**config.mk**
```make
export PLATFORM = sky130hd
export DESIGN_NAME = ocs_output_clock_source_sync
export DESIGN_NICKNAME = d
export VERILOG_FILES = /design/src/core/ocs_pkg.sv /design/src/core/ocs_sync_if.sv /design/src/core/ocs_divider_sync.sv /design/src/core/ocs_output_clock_source_sync.sv
export SDC_FILE = /design/constraint.sdc
export NUM_CORES = 1
export LEC_CHECK = 0
export BUFFER_PORTS_ARGS = -buffer_cell sky130_fd_sc_hd__buf_2
export CAP_MARGIN = 20
export CORE_ASPECT_RATIO = 1.1
export CORE_MARGIN = 3
export CORE_UTILIZATION = 49
export CTS_BUF_LIST = sky130_fd_sc_hd__clkbuf_4
export DETAILED_ROUTE_END_ITERATION = 12
export HOLD_SLACK_MARGIN = 0.06
export PLACE_DENSITY = 0.73
export SETUP_SLACK_MARGIN = 0.15
export SYNTH_ARGS = -nofsm -noshare
export SYNTH_HDL_FRONTEND = slang
export SYNTH_HIERARCHICAL = 1
export SYNTH_SLANG_ARGS = --single-unit
```
**constraint.sdc**
```tcl
create_clock -name clk -period 1.9 [get_ports clk]
set_input_delay 0.38 -clock clk [delete_from_list [all_inputs] [get_ports clk]]
set_output_delay 0.38 -clock clk [all_outputs]
set_load 0.02 [all_outputs]
```
**src/core/ocs_pkg.sv**
```systemverilog
`default_nettype none

package ocs_pkg;

	// ----------------------------------------------------------------
	// Register map
	// ----------------------------------------------------------------
	localparam logic [7:0] OCS_ADDR_CTRL   = 8'h63;
	localparam logic [7:0] OCS_ADDR_RSVD_A = 8'h64;
	localparam logic [7:0] OCS_ADDR_RSVD_B = 8'h65;
	localparam logic [7:0] OCS_ADDR_RSVD_C = 8'h66;
	localparam logic [7:0] OCS_ADDR_RSVD_D = 8'h67;

	// ----------------------------------------------------------------
	// Field positions in the control register
	// ----------------------------------------------------------------
	localparam int OCS_SYNC_BIT     = 7;
	localparam int OCS_SEL3_LSB     = 4;
	localparam int OCS_SEL2_LSB     = 0;
	localparam int OCS_SEL_W        = 2;

	// ----------------------------------------------------------------
	// Values after reset and the value read from unmapped addresses
	// ----------------------------------------------------------------
	localparam logic [7:0] OCS_CTRL_RST   = 8'h00;
	localparam logic [7:0] OCS_RSVD_RST   = 8'h00;
	localparam logic [7:0] OCS_RSVD_D_RST = 8'hA0;
	localparam logic [7:0] OCS_UNMAPPED   = 8'h00;

	// ----------------------------------------------------------------
	// Source codes and outputs
	// ----------------------------------------------------------------
	localparam logic [1:0] OCS_SRC_PLL  = 2'h0;
	localparam logic [1:0] OCS_SRC_REF0 = 2'h1;
	localparam logic [1:0] OCS_SRC_REF1 = 2'h2;
	localparam logic [1:0] OCS_SRC_XTAL = 2'h3;
	localparam int         OCS_NUM_OUT  = 4;
	localparam int         OCS_NUM_SRC  = 4;

	// Turns a source code into a one-hot route (bit 0 PLL .. bit 3 crystal).
	function automatic logic [3:0] ocs_route(input logic [1:0] code);
		logic [3:0] r;
		r = 4'h0;
		case (code)
			OCS_SRC_PLL:  r = 4'h1;
			OCS_SRC_REF0: r = 4'h2;
			OCS_SRC_REF1: r = 4'h4;
			OCS_SRC_XTAL: r = 4'h8;
			default:      r = 4'h0;
		endcase
		return r;
	endfunction

endpackage

`default_nettype wire

```
**src/core/ocs_sync_if.sv**
```systemverilog
`default_nettype none

interface ocs_sync_if #(
	parameter int NUM_OUT = 4
);
	logic               sync_bit;     // Synchronisation control bit.
	logic [NUM_OUT-1:0] pll_derived;  // Outputs currently fed by the PLL.
	logic [NUM_OUT-1:0] hold;         // Divider held in reset.
	logic [NUM_OUT-1:0] phase_zero;   // Coarse phase cleared on release.

	modport ctl (output sync_bit, output pll_derived, input hold, input phase_zero);
	modport sync (input sync_bit, input pll_derived, output hold, output phase_zero);
endinterface

`default_nettype wire

```
**src/core/ocs_divider_sync.sv**
```systemverilog
`default_nettype none

module ocs_divider_sync
	import ocs_pkg::*;
#(
	parameter int NUM_OUT = OCS_NUM_OUT
) (
	input  wire logic clk,     // Clock.
	input  wire logic rst,     // Synchronous reset, active high.
	ocs_sync_if.sync  sif      // Hold and release towards the dividers.
);

	typedef struct packed {
		logic               prev;
		logic [NUM_OUT-1:0] hold;
		logic [NUM_OUT-1:0] pz;
	} ocs_sync_state_t;

	ocs_sync_state_t state_ff;
	ocs_sync_state_t nxt_state;

	// ----------------------------------------------------------------
	// Hold and simultaneous release
	// ----------------------------------------------------------------
	always_comb begin
		nxt_state      = state_ff;
		nxt_state.prev = sif.sync_bit;
		nxt_state.pz   = '0;
		if (sif.sync_bit) begin
			nxt_state.hold = sif.pll_derived;
		end else begin
			nxt_state.hold = '0;
		end
		if (state_ff.prev && !sif.sync_bit) begin
			nxt_state.pz = state_ff.hold;
		end
	end

	always_ff @(posedge clk) begin
		if (rst) begin
			state_ff <= '0;
		end else begin
			state_ff <= nxt_state;
		end
	end

	assign sif.hold       = state_ff.hold;
	assign sif.phase_zero = state_ff.pz;

	// ----------------------------------------------------------------
	// Checks
	// ----------------------------------------------------------------
	property p_hold_while_set;
		@(posedge clk) disable iff (rst)
		sif.sync_bit |=> (sif.hold == $past(sif.pll_derived));
	endproperty
	a_hold_while_set: assert property (p_hold_while_set)
		else $error("dividers not held while sync bit set");

	property p_release_together;
		@(posedge clk) disable iff (rst)
		(state_ff.prev && !sif.sync_bit) |=> (sif.hold == '0);
	endproperty
	a_release_together: assert property (p_release_together)
		else $error("dividers not released together");

	property p_phase_on_release;
		@(posedge clk) disable iff (rst)
		(state_ff.prev && !sif.sync_bit && (sif.hold != '0))
			|=> (sif.phase_zero == $past(sif.hold)) ##1 (sif.phase_zero == '0);
	endproperty
	a_phase_on_release: assert property (p_phase_on_release)
		else $error("phase not cleared once on release");

	property p_phase_only_release;
		@(posedge clk) disable iff (rst)
		(sif.phase_zero != '0) |-> $past(state_ff.prev) && !$past(sif.sync_bit);
	endproperty
	a_phase_only_release: assert property (p_phase_only_release)
		else $error("phase cleared without a release");

endmodule

`default_nettype wire

```
**src/core/ocs_output_clock_source_sync.sv**
```systemverilog
// Notes on behaviour
// - Sync bit rising holds every PLL-fed output divider in reset while set.
// - Sync bit falling releases all held dividers in the same cycle.
// - On that release each released output's coarse phase is cleared to zero.
// - Pair two and three selectors route 00 PLL, 01 ref0, 10 ref1, 11 crystal.
`default_nettype none

module ocs_output_clock_source_sync
	import ocs_pkg::*;
(
	input  wire logic       clk,                      // Clock, 250 MHz.
	input  wire logic       rst,                      // Synchronous reset, active high.
	input  wire logic [7:0] reg_addr,                 // Register address.
	input  wire logic [7:0] reg_wdata,                // Write data.
	input  wire logic       reg_wr,                   // Write strobe.
	input  wire logic       reg_rd,                   // Read strobe.
	output logic      [7:0] reg_rdata,                // Read data.
	output logic            reg_rvalid,               // Read data valid pulse.
	output logic      [3:0] div_hold,                 // Per-output divider hold.
	output logic      [3:0] phase_zero,               // Per-output coarse phase clear.
	output logic      [1:0] pair_two_source_select,   // Pair two source code.
	output logic      [1:0] pair_three_source_select, // Pair three source code.
	output logic      [3:0] pair_two_route,           // Pair two one-hot route.
	output logic      [3:0] pair_three_route          // Pair three one-hot route.
);

	typedef struct packed {
		logic [7:0] ctrl;
		logic [7:0] rsvd_a;
		logic [7:0] rsvd_b;
		logic [7:0] rsvd_c;
		logic [7:0] rsvd_d;
		logic [7:0] rdata;
		logic       rvalid;
		logic [3:0] route2;
		logic [3:0] route3;
	} ocs_top_state_t;

	ocs_top_state_t state_ff;
	ocs_top_state_t nxt_state;

	ocs_sync_if #(.NUM_OUT(OCS_NUM_OUT)) sif ();

	logic [1:0] sel2;
	logic [1:0] sel3;

	assign sel2 = state_ff.ctrl[OCS_SEL2_LSB +: OCS_SEL_W];
	assign sel3 = state_ff.ctrl[OCS_SEL3_LSB +: OCS_SEL_W];

	// ----------------------------------------------------------------
	// Divider synchronisation
	// ----------------------------------------------------------------
	// Pairs zero and one always run from the PLL; two and three only on code 00.
	assign sif.sync_bit    = state_ff.ctrl[OCS_SYNC_BIT];
	assign sif.pll_derived = {sel3 == OCS_SRC_PLL, sel2 == OCS_SRC_PLL, 2'b11};

	ocs_divider_sync #(
		.NUM_OUT (OCS_NUM_OUT)
	) u_sync (
		.clk (clk),
		.rst (rst),
		.sif (sif.sync)
	);

	// ----------------------------------------------------------------
	// Register access and source routing
	// ----------------------------------------------------------------
	always_comb begin
		nxt_state        = state_ff;
		nxt_state.rvalid = 1'b0;
		if (reg_wr) begin
			case (reg_addr)
				OCS_ADDR_CTRL:   nxt_state.ctrl   = reg_wdata;
				OCS_ADDR_RSVD_A: nxt_state.rsvd_a = reg_wdata;
				OCS_ADDR_RSVD_B: nxt_state.rsvd_b = reg_wdata;
				OCS_ADDR_RSVD_C: nxt_state.rsvd_c = reg_wdata;
				OCS_ADDR_RSVD_D: nxt_state.rsvd_d = reg_wdata;
				default:         nxt_state.ctrl   = state_ff.ctrl;
			endcase
		end
		if (reg_rd) begin
			nxt_state.rvalid = 1'b1;
			case (reg_addr)
				OCS_ADDR_CTRL:   nxt_state.rdata = state_ff.ctrl;
				OCS_ADDR_RSVD_A: nxt_state.rdata = state_ff.rsvd_a;
				OCS_ADDR_RSVD_B: nxt_state.rdata = state_ff.rsvd_b;
				OCS_ADDR_RSVD_C: nxt_state.rdata = state_ff.rsvd_c;
				OCS_ADDR_RSVD_D: nxt_state.rdata = state_ff.rsvd_d;
				default:         nxt_state.rdata = OCS_UNMAPPED;
			endcase
		end
		nxt_state.route2 = ocs_route(sel2);
		nxt_state.route3 = ocs_route(sel3);
	end

	always_ff @(posedge clk) begin
		if (rst) begin
			state_ff        <= '0;
			state_ff.ctrl   <= OCS_CTRL_RST;
			state_ff.rsvd_a <= OCS_RSVD_RST;
			state_ff.rsvd_b <= OCS_RSVD_RST;
			state_ff.rsvd_c <= OCS_RSVD_RST;
			state_ff.rsvd_d <= OCS_RSVD_D_RST;
			state_ff.route2 <= 4'h1;
			state_ff.route3 <= 4'h1;
		end else begin
			state_ff <= nxt_state;
		end
	end

	// ----------------------------------------------------------------
	// Outputs
	// ----------------------------------------------------------------
	assign reg_rdata                = state_ff.rdata;
	assign reg_rvalid               = state_ff.rvalid;
	assign div_hold                 = sif.hold;
	assign phase_zero               = sif.phase_zero;
	assign pair_two_source_select   = sel2;
	assign pair_three_source_select = sel3;
	assign pair_two_route           = state_ff.route2;
	assign pair_three_route         = state_ff.route3;

	// ----------------------------------------------------------------
	// Checks
	// ----------------------------------------------------------------
	property p_hold_after_write;
		@(posedge clk) disable iff (rst)
		(reg_wr && reg_addr == OCS_ADDR_CTRL && reg_wdata[OCS_SYNC_BIT])
			|-> ##2 (div_hold[1:0] == 2'b11);
	endproperty
	a_hold_after_write: assert property (p_hold_after_write)
		else $error("PLL pairs not held two cycles after sync write");

	property p_release_after_write;
		@(posedge clk) disable iff (rst)
		(reg_wr && reg_addr == OCS_ADDR_CTRL && !reg_wdata[OCS_SYNC_BIT]
			&& state_ff.ctrl[OCS_SYNC_BIT])
			|-> ##2 (div_hold == 4'h0) && (phase_zero == $past(div_hold));
	endproperty
	a_release_after_write: assert property (p_release_after_write)
		else $error("held dividers not released together with phase clear");

	property p_route_two;
		@(posedge clk) disable iff (rst)
		(reg_wr && reg_addr == OCS_ADDR_CTRL)
			|=> ##1 pair_two_route[$past(reg_wdata[1:0], 2)] && $onehot(pair_two_route);
	endproperty
	a_route_two: assert property (p_route_two)
		else $error("pair two route does not match its code");

	property p_route_three;
		@(posedge clk) disable iff (rst)
		(reg_wr && reg_addr == OCS_ADDR_CTRL)
			|=> ##1 pair_three_route[$past(reg_wdata[5:4], 2)]
				&& $onehot(pair_three_route);
	endproperty
	a_route_three: assert property (p_route_three)
		else $error("pair three route does not match its code");

	property p_non_pll_not_held;
		@(posedge clk) disable iff (rst)
		(pair_two_source_select != OCS_SRC_PLL && $stable(pair_two_source_select))
			|-> !div_hold[2];
	endproperty
	a_non_pll_not_held: assert property (p_non_pll_not_held)
		else $error("non-PLL pair two divider held");

	property p_reserved_readback;
		@(posedge clk) disable iff (rst)
		(reg_wr && reg_addr == OCS_ADDR_RSVD_A)
			##1 !(reg_wr && reg_addr == OCS_ADDR_RSVD_A)
			##1 (reg_rd && !reg_wr && reg_addr == OCS_ADDR_RSVD_A)
			|=> reg_rvalid && (reg_rdata == $past(reg_wdata, 3));
	endproperty
	a_reserved_readback: assert property (p_reserved_readback)
		else $error("reserved register does not read back");

	property p_unmapped_zero;
		@(posedge clk) disable iff (rst)
		(reg_rd && (reg_addr < OCS_ADDR_CTRL || reg_addr > OCS_ADDR_RSVD_D))
			|=> reg_rvalid && (reg_rdata == OCS_UNMAPPED);
	endproperty
	a_unmapped_zero: assert property (p_unmapped_zero)
		else $error("unmapped read not zero");

	property p_three_non_pll_not_held;
		@(posedge clk) disable iff (rst)
		(pair_three_source_select != OCS_SRC_PLL && $stable(pair_three_source_select))
			|-> !div_hold[3];
	endproperty
	a_three_non_pll_not_held: assert property (p_three_non_pll_not_held)
		else $error("non-PLL pair three divider held");

	property p_no_hold_when_clear;
		@(posedge clk) disable iff (rst)
		!state_ff.ctrl[OCS_SYNC_BIT] |=> (div_hold == 4'h0);
	endproperty
	a_no_hold_when_clear: assert property (p_no_hold_when_clear)
		else $error("divider held while sync bit clear");

	property p_phase_only_released;
		@(posedge clk) disable iff (rst)
		(phase_zero != 4'h0) |-> (div_hold == 4'h0);
	endproperty
	a_phase_only_released: assert property (p_phase_only_released)
		else $error("phase cleared on a divider still held");

	property p_select_follows_write;
		@(posedge clk) disable iff (rst)
		(reg_wr && reg_addr == OCS_ADDR_CTRL)
			|=> (pair_two_source_select == $past(reg_wdata[1:0]))
				&& (pair_three_source_select == $past(reg_wdata[5:4]));
	endproperty
	a_select_follows_write: assert property (p_select_follows_write)
		else $error("pair select does not follow control write");

	property p_route_onehot;
		@(posedge clk) disable iff (rst)
		$onehot(pair_two_route) && $onehot(pair_three_route);
	endproperty
	a_route_onehot: assert property (p_route_onehot)
		else $error("pair route is not one-hot");

	// A read is answered on the very next cycle, whatever the address.
	property p_read_answer;
		@(posedge clk) disable iff (rst)
		reg_rd |=> reg_rvalid;
	endproperty
	a_read_answer: assert property (p_read_answer)
		else $error("read strobe not answered next cycle");

endmodule

`default_nettype wire

```
* Word-level counts from Yosys, hierarchy flattened *
Cells that the tools add are included.

cells by class
  bitwise gates (word level) = 2
  reductions and logical operators = 11
  muxes and demuxes = 5
  equal/unequal tests = 11

operators by type and width
  kind                number
  $eq 8x7->1 const B  5
  $pmux 8 s5          1
  $pmux 4 s4          2
  $reduce_and 2->1    5
  $eq 2x2->1 const B  4
  $eq 2x1->1 const B  2
  $logic_not 2->1     2
  $reduce_or 2->1     2
  $mux 2              1
  $not 1->1           2
  $logic_and 1x1->1   1
  $logic_not 1->1     1
  $mux 1              1

storage, ports and cells
  bits of input ports = 20
  flip-flop bits (word level) = 66

* Logic depth before layout (Yosys ltp) *
  word-level depth = 4
  mapped depth = 5
  gate-level depth less buffers = 3

* Hierarchy *
The synthesis kept the hierarchy.

modules (own cells, without submodules)
  module                        cells each  area an instance (µm²)  times used
  ocs_output_clock_source_sync  251         2617.5                  1
  ocs_divider_sync              26          331.6                   1

* Worst setup path before layout *
No wires, ideal clock.

  path kind = input to register
  start point = input reg_addr[4]
  end point = register state_ff[25] (netlist bit)
  stages = 4
  path slack = 0.575 ns
  required time = 1.828 ns
  data arrival time = 1.254 ns
  cells stage by stage = and4bb_2 and4_1 buf_6 mux2i_1

on the way
  cells in the longest elaborated chain, start to end = 2

ends and longest elaborated chain
  element                            RTL line                             RTL
  start, declared                    ocs_output_clock_source_sync.sv:13   input wire logic [7:0] reg_addr,
  $eq 8x7->1                         ocs_output_clock_source_sync.sv:72   case (reg_addr)
  $reduce_and 2->1 (no source line)  n/a
  end signal, assigned               ocs_output_clock_source_sync.sv:107  state_ff <= nxt_state;
  end, declared                      ocs_output_clock_source_sync.sv:39   ocs_top_state_t state_ff;

Every way passes these cells.
A chain may end at the register's enable or synchronous reset.

* Worst setup path after layout *
  start point = register state_ff (netlist bit pair_two_source_select[0])
  end point = output pair_two_source_select[0]

RTL lines
  element        RTL line                            RTL
  end, declared  ocs_output_clock_source_sync.sv:21  output logic [1:0] pair_two_source_select,

No word-level cell between the ends.

==> results.py <==
metrics = {
    "outcome": {
        "status": "finished, final reports clean",
    },
    "timing": {
        "finalCriticalPeriod_ns": 1.43,
        "timing.final.crit_share_pct": 75.3,
        "slew_viol_final": 0,
        "setup-tns-final_ns": 0,
        "fin_skew_ns": 0.0148,
        "fmax_mhz": 699,
        "finalSetupViolCount": 0,
        "hold_viol": 0,
        "rsz0062_at_grt": "no",
        "holdWs_ns": 0.258,
        "setup_slack_ns": 0.468,
    },
    "logic_synthesis": {
        "synth_warnings": 6,
        "synth-edff-count": 0,
        "ys_types": 29,
        "synth_top_flop_cell": "dfxtp_1",
        "synthCells": 277,
        "yosys.area.top_type": "dfxtp_1",
        "async_flop_share_pct": 0,
        "syn_area_um2": 2950,
        "synth_top_area_share_pct": 44.8,
        "syn_area_per_cell_um2": 10.6,
        "ys_top_cells_by_area": "dfxtp_1 45%, mux2i_1 14%, nand2b_1 9.8%, buf_4 7.9%, a22oi_1 4.1%",
        "synth-seq-cells": 66,
        "ys_seq_area_share_pct": 44.8,
    },
    "worst_hold_path": {
        "hp-class": "in2reg",
    },
    "pwr": {
        "ir_drop_uv": 377,
        "leakage_nw": 1.50,
        "swShare_pct": 24.3,
        "power_frac_clock_pct": 37.5,
        "pwr-share-seq_pct": 56.9,
        "power_frac_comb_pct": 5.5,
        "powerDensity_nw_per_um2": 754,
        "p_int_mw": 1.84,
        "switchingPower_mw": 0.591,
    },
    "flow_run": {
        "maxCapViolations": 0,
    },
    "clock_tree": {
        "cts_made_buffers": 9,
        "ctsResizeCount": 0,
        "clock-sinks": 66,
        "tritoncts": "yes",
        "postCtsSetupRepairBufs": 0,
        "clk_latency_ns": 0.40,
        "htreeDepth": 3,
        "cts_root_buffer": "clkbuf_4",
        "cts_buffer_depth": 2,
        "path_clk_slew_ns": 0.12,
        "cts-hold-fix-buffers": 0,
    },
    "detailed_routing": {
        "vias": 2008,
        "dr_wl_met2_um": 2960,
        "wl_met3_um": 290,
        "first_pass_iters": 4,
        "wl_met1_um": 2530,
        "drt_iter0_markers": 75,
        "remaining_drc_errors": 0,
        "top_layer": "met4",
        "routed_wl_um": 5860,
        "wire_per_inst_um": 15.0,
        "vias_per_cell": 5.14,
        "drtAntennaViolNets": 0,
    },
    "worst_setup_path": {
        "cp_data_arrival_time_ns": 1.05,
        "worst_path_max_delay_cell": "dfxtp_1",
        "path_class": "reg2out",
        "cp-start-kind": "register",
        "required_ns": 1.52,
        "path_delay_family": "flip-flops",
        "cp-end-kind": "output port",
        "crit_chain": "buf_2",
        "crit_fanout": 6,
        "slowest_delay_ns": 0.45,
        "cp.buffers_inverters": 1,
    },
    "die": {
        "core_um2": 5810,
        "dieArea_um2": 6990,
        "ios": 49,
        "floorplan.rows": 29,
        "start_util_pct": 50.8,
        "die_w_um": 80.0,
        "chipHeight_um": 87.4,
    },
    "final_layout": {
        "drive_above_1_share_pct": 31.2,
        "area_delta_synth_final_pct": 9.46,
        "num_antenna_cells": 0,
        "finish.net_count": 329,
        "design_area_um2": 3230,
    },
    "grt": {
        "grt_pass1_wl_um": 9410,
        "grt_use_total_pct": 17.8,
        "antenna_found_initial": 0,
        "grt_max_degree": 28,
        "grt-ovfl-total": 0,
        "grt_pass1_vias": 1893,
    },
    "placed_design": {
        "dp_slack_ns": 0.255,
        "routabilityCongestion": 0.825,
        "portBuffers": 48,
        "placed_area_um2": 3090,
        "hpwl_um": 4250,
    },
}
-- through the flow --
step | total power [mW] | instances | util (%)
after floorplan | 1.50 | 278 | -
final | 2.43 | 391 | 55.6
after global placement | 1.55 | 375 | 53.3
after global routing | 2.52 | 391 | 55.6
after detailed placement | 1.55 | 375 | 53.3
after CTS | 2.46 | 391 | 55.6
-- sequential cells by signal (all words and copies together) (netlist names) --
signal and cells:
pair_two_source_select 2, u_sync/sif.phase_zero 4, state_ff 35, u_sync/state_ff 1
u_sync/sif.hold 4, reg_rvalid 1, pair_three_route 4, pair_three_source_select 2
pair_two_route 4, sif.sync_bit 1, reg_rdata 8
-- synth_stat cells, drive strengths merged, types with 2 or more instances --
cell      n
dfxtp    66
nand2b   46
mux2i    40
buf      36
a22oi    16
nor2     13
nand2     9
mux2      8
o221ai    8
and4bb    6
clkbuf    5
and3b     4
nor2b     3
and2b     2
and3      2
inv       2
nand4bb   2
or2       2
-- logic make-up after synthesis --
kind of cell    Yosys count  synth area share, %
other cells               1                0.127
mux                      48                 16.6
buf+inv                  43                 10.3
compound gates           25                 6.96
flops                    66                 44.8
simple gates             94                 21.2
-- metal layers --
layer | up-vias | global-route usage, %
met3 | 7 | 3.73
li1 | 1004 | -
met4 | 0 | 9.52
met2 | 54 | 29.0
met1 | 943 | 21.9
met5 | - | 0
-- layout by cell type, fill, tap and decap left out, types with 2 or more instances in the layout --
| cell type | Yosys | routed |
|---|---|---|
| dfxtp_1 | 66 | 66 |
| buf_2 | 2 | 48 |
| nand2b_1 | 46 | 46 |
| mux2i_1 | 40 | 40 |
| a22oi_1 | 16 | 16 |
| buf_4 | 31 | 13 |
| nor2_1 | 12 | 12 |
| nand2_1 | 9 | 9 |
| clkbuf_4 | 0 | 9 |
| mux2_2 | 8 | 8 |
| o221ai_1 | 8 | 8 |
| and4bb_2 | 6 | 6 |
| and3b_1 | 4 | 4 |
| nor2b_1 | 3 | 3 |
| and2b_1 | 2 | 2 |
| inv_1 | 2 | 2 |
| or2_2 | 2 | 2 |
| nand4bb_1 | 2 | 2 |
| clkinv_2 | 0 | 2 |
| conb_1 | 1 | 2 |
-- layout make-up --
cell class	count	area, um2
clock inverters	7	68.8
repair buffers	61	338
multi-input cells	169	1330
flip-flops and latches	66	1320
clock buffers	9	67.6
well taps	77	96.3
inverters	2	7.51
fillers	525	2580
-- power by group through the flow --
stage	logic (mW)	clock network, mW	registers, mW
final	0.135	0.914	1.39
after CTS	0.136	0.934	1.39
after global placement	0.135	0	1.42
after detailed placement	0.135	0	1.42
after floorplan	0.0827	0	1.42
after global routing	0.147	0.988	1.39
-- path summary, 6_finish.rpt --
kind | endpoint | from | cells past startpoint | slack, ns
setup / recovery | pair_two_source_select[0] | pair_two_source_select[0] | 1 | 0.47
hold / removal | state_ff[24] | reg_wdata[7] | 3 | 0.26
setup reg to reg | reg_rdata[6] | state_ff[39] | 3 | 0.78
hold reg to reg | state_ff[42] | state_ff[42] | 2 | 0.48
No activity file was read; power rests on OpenSTA's default activity.
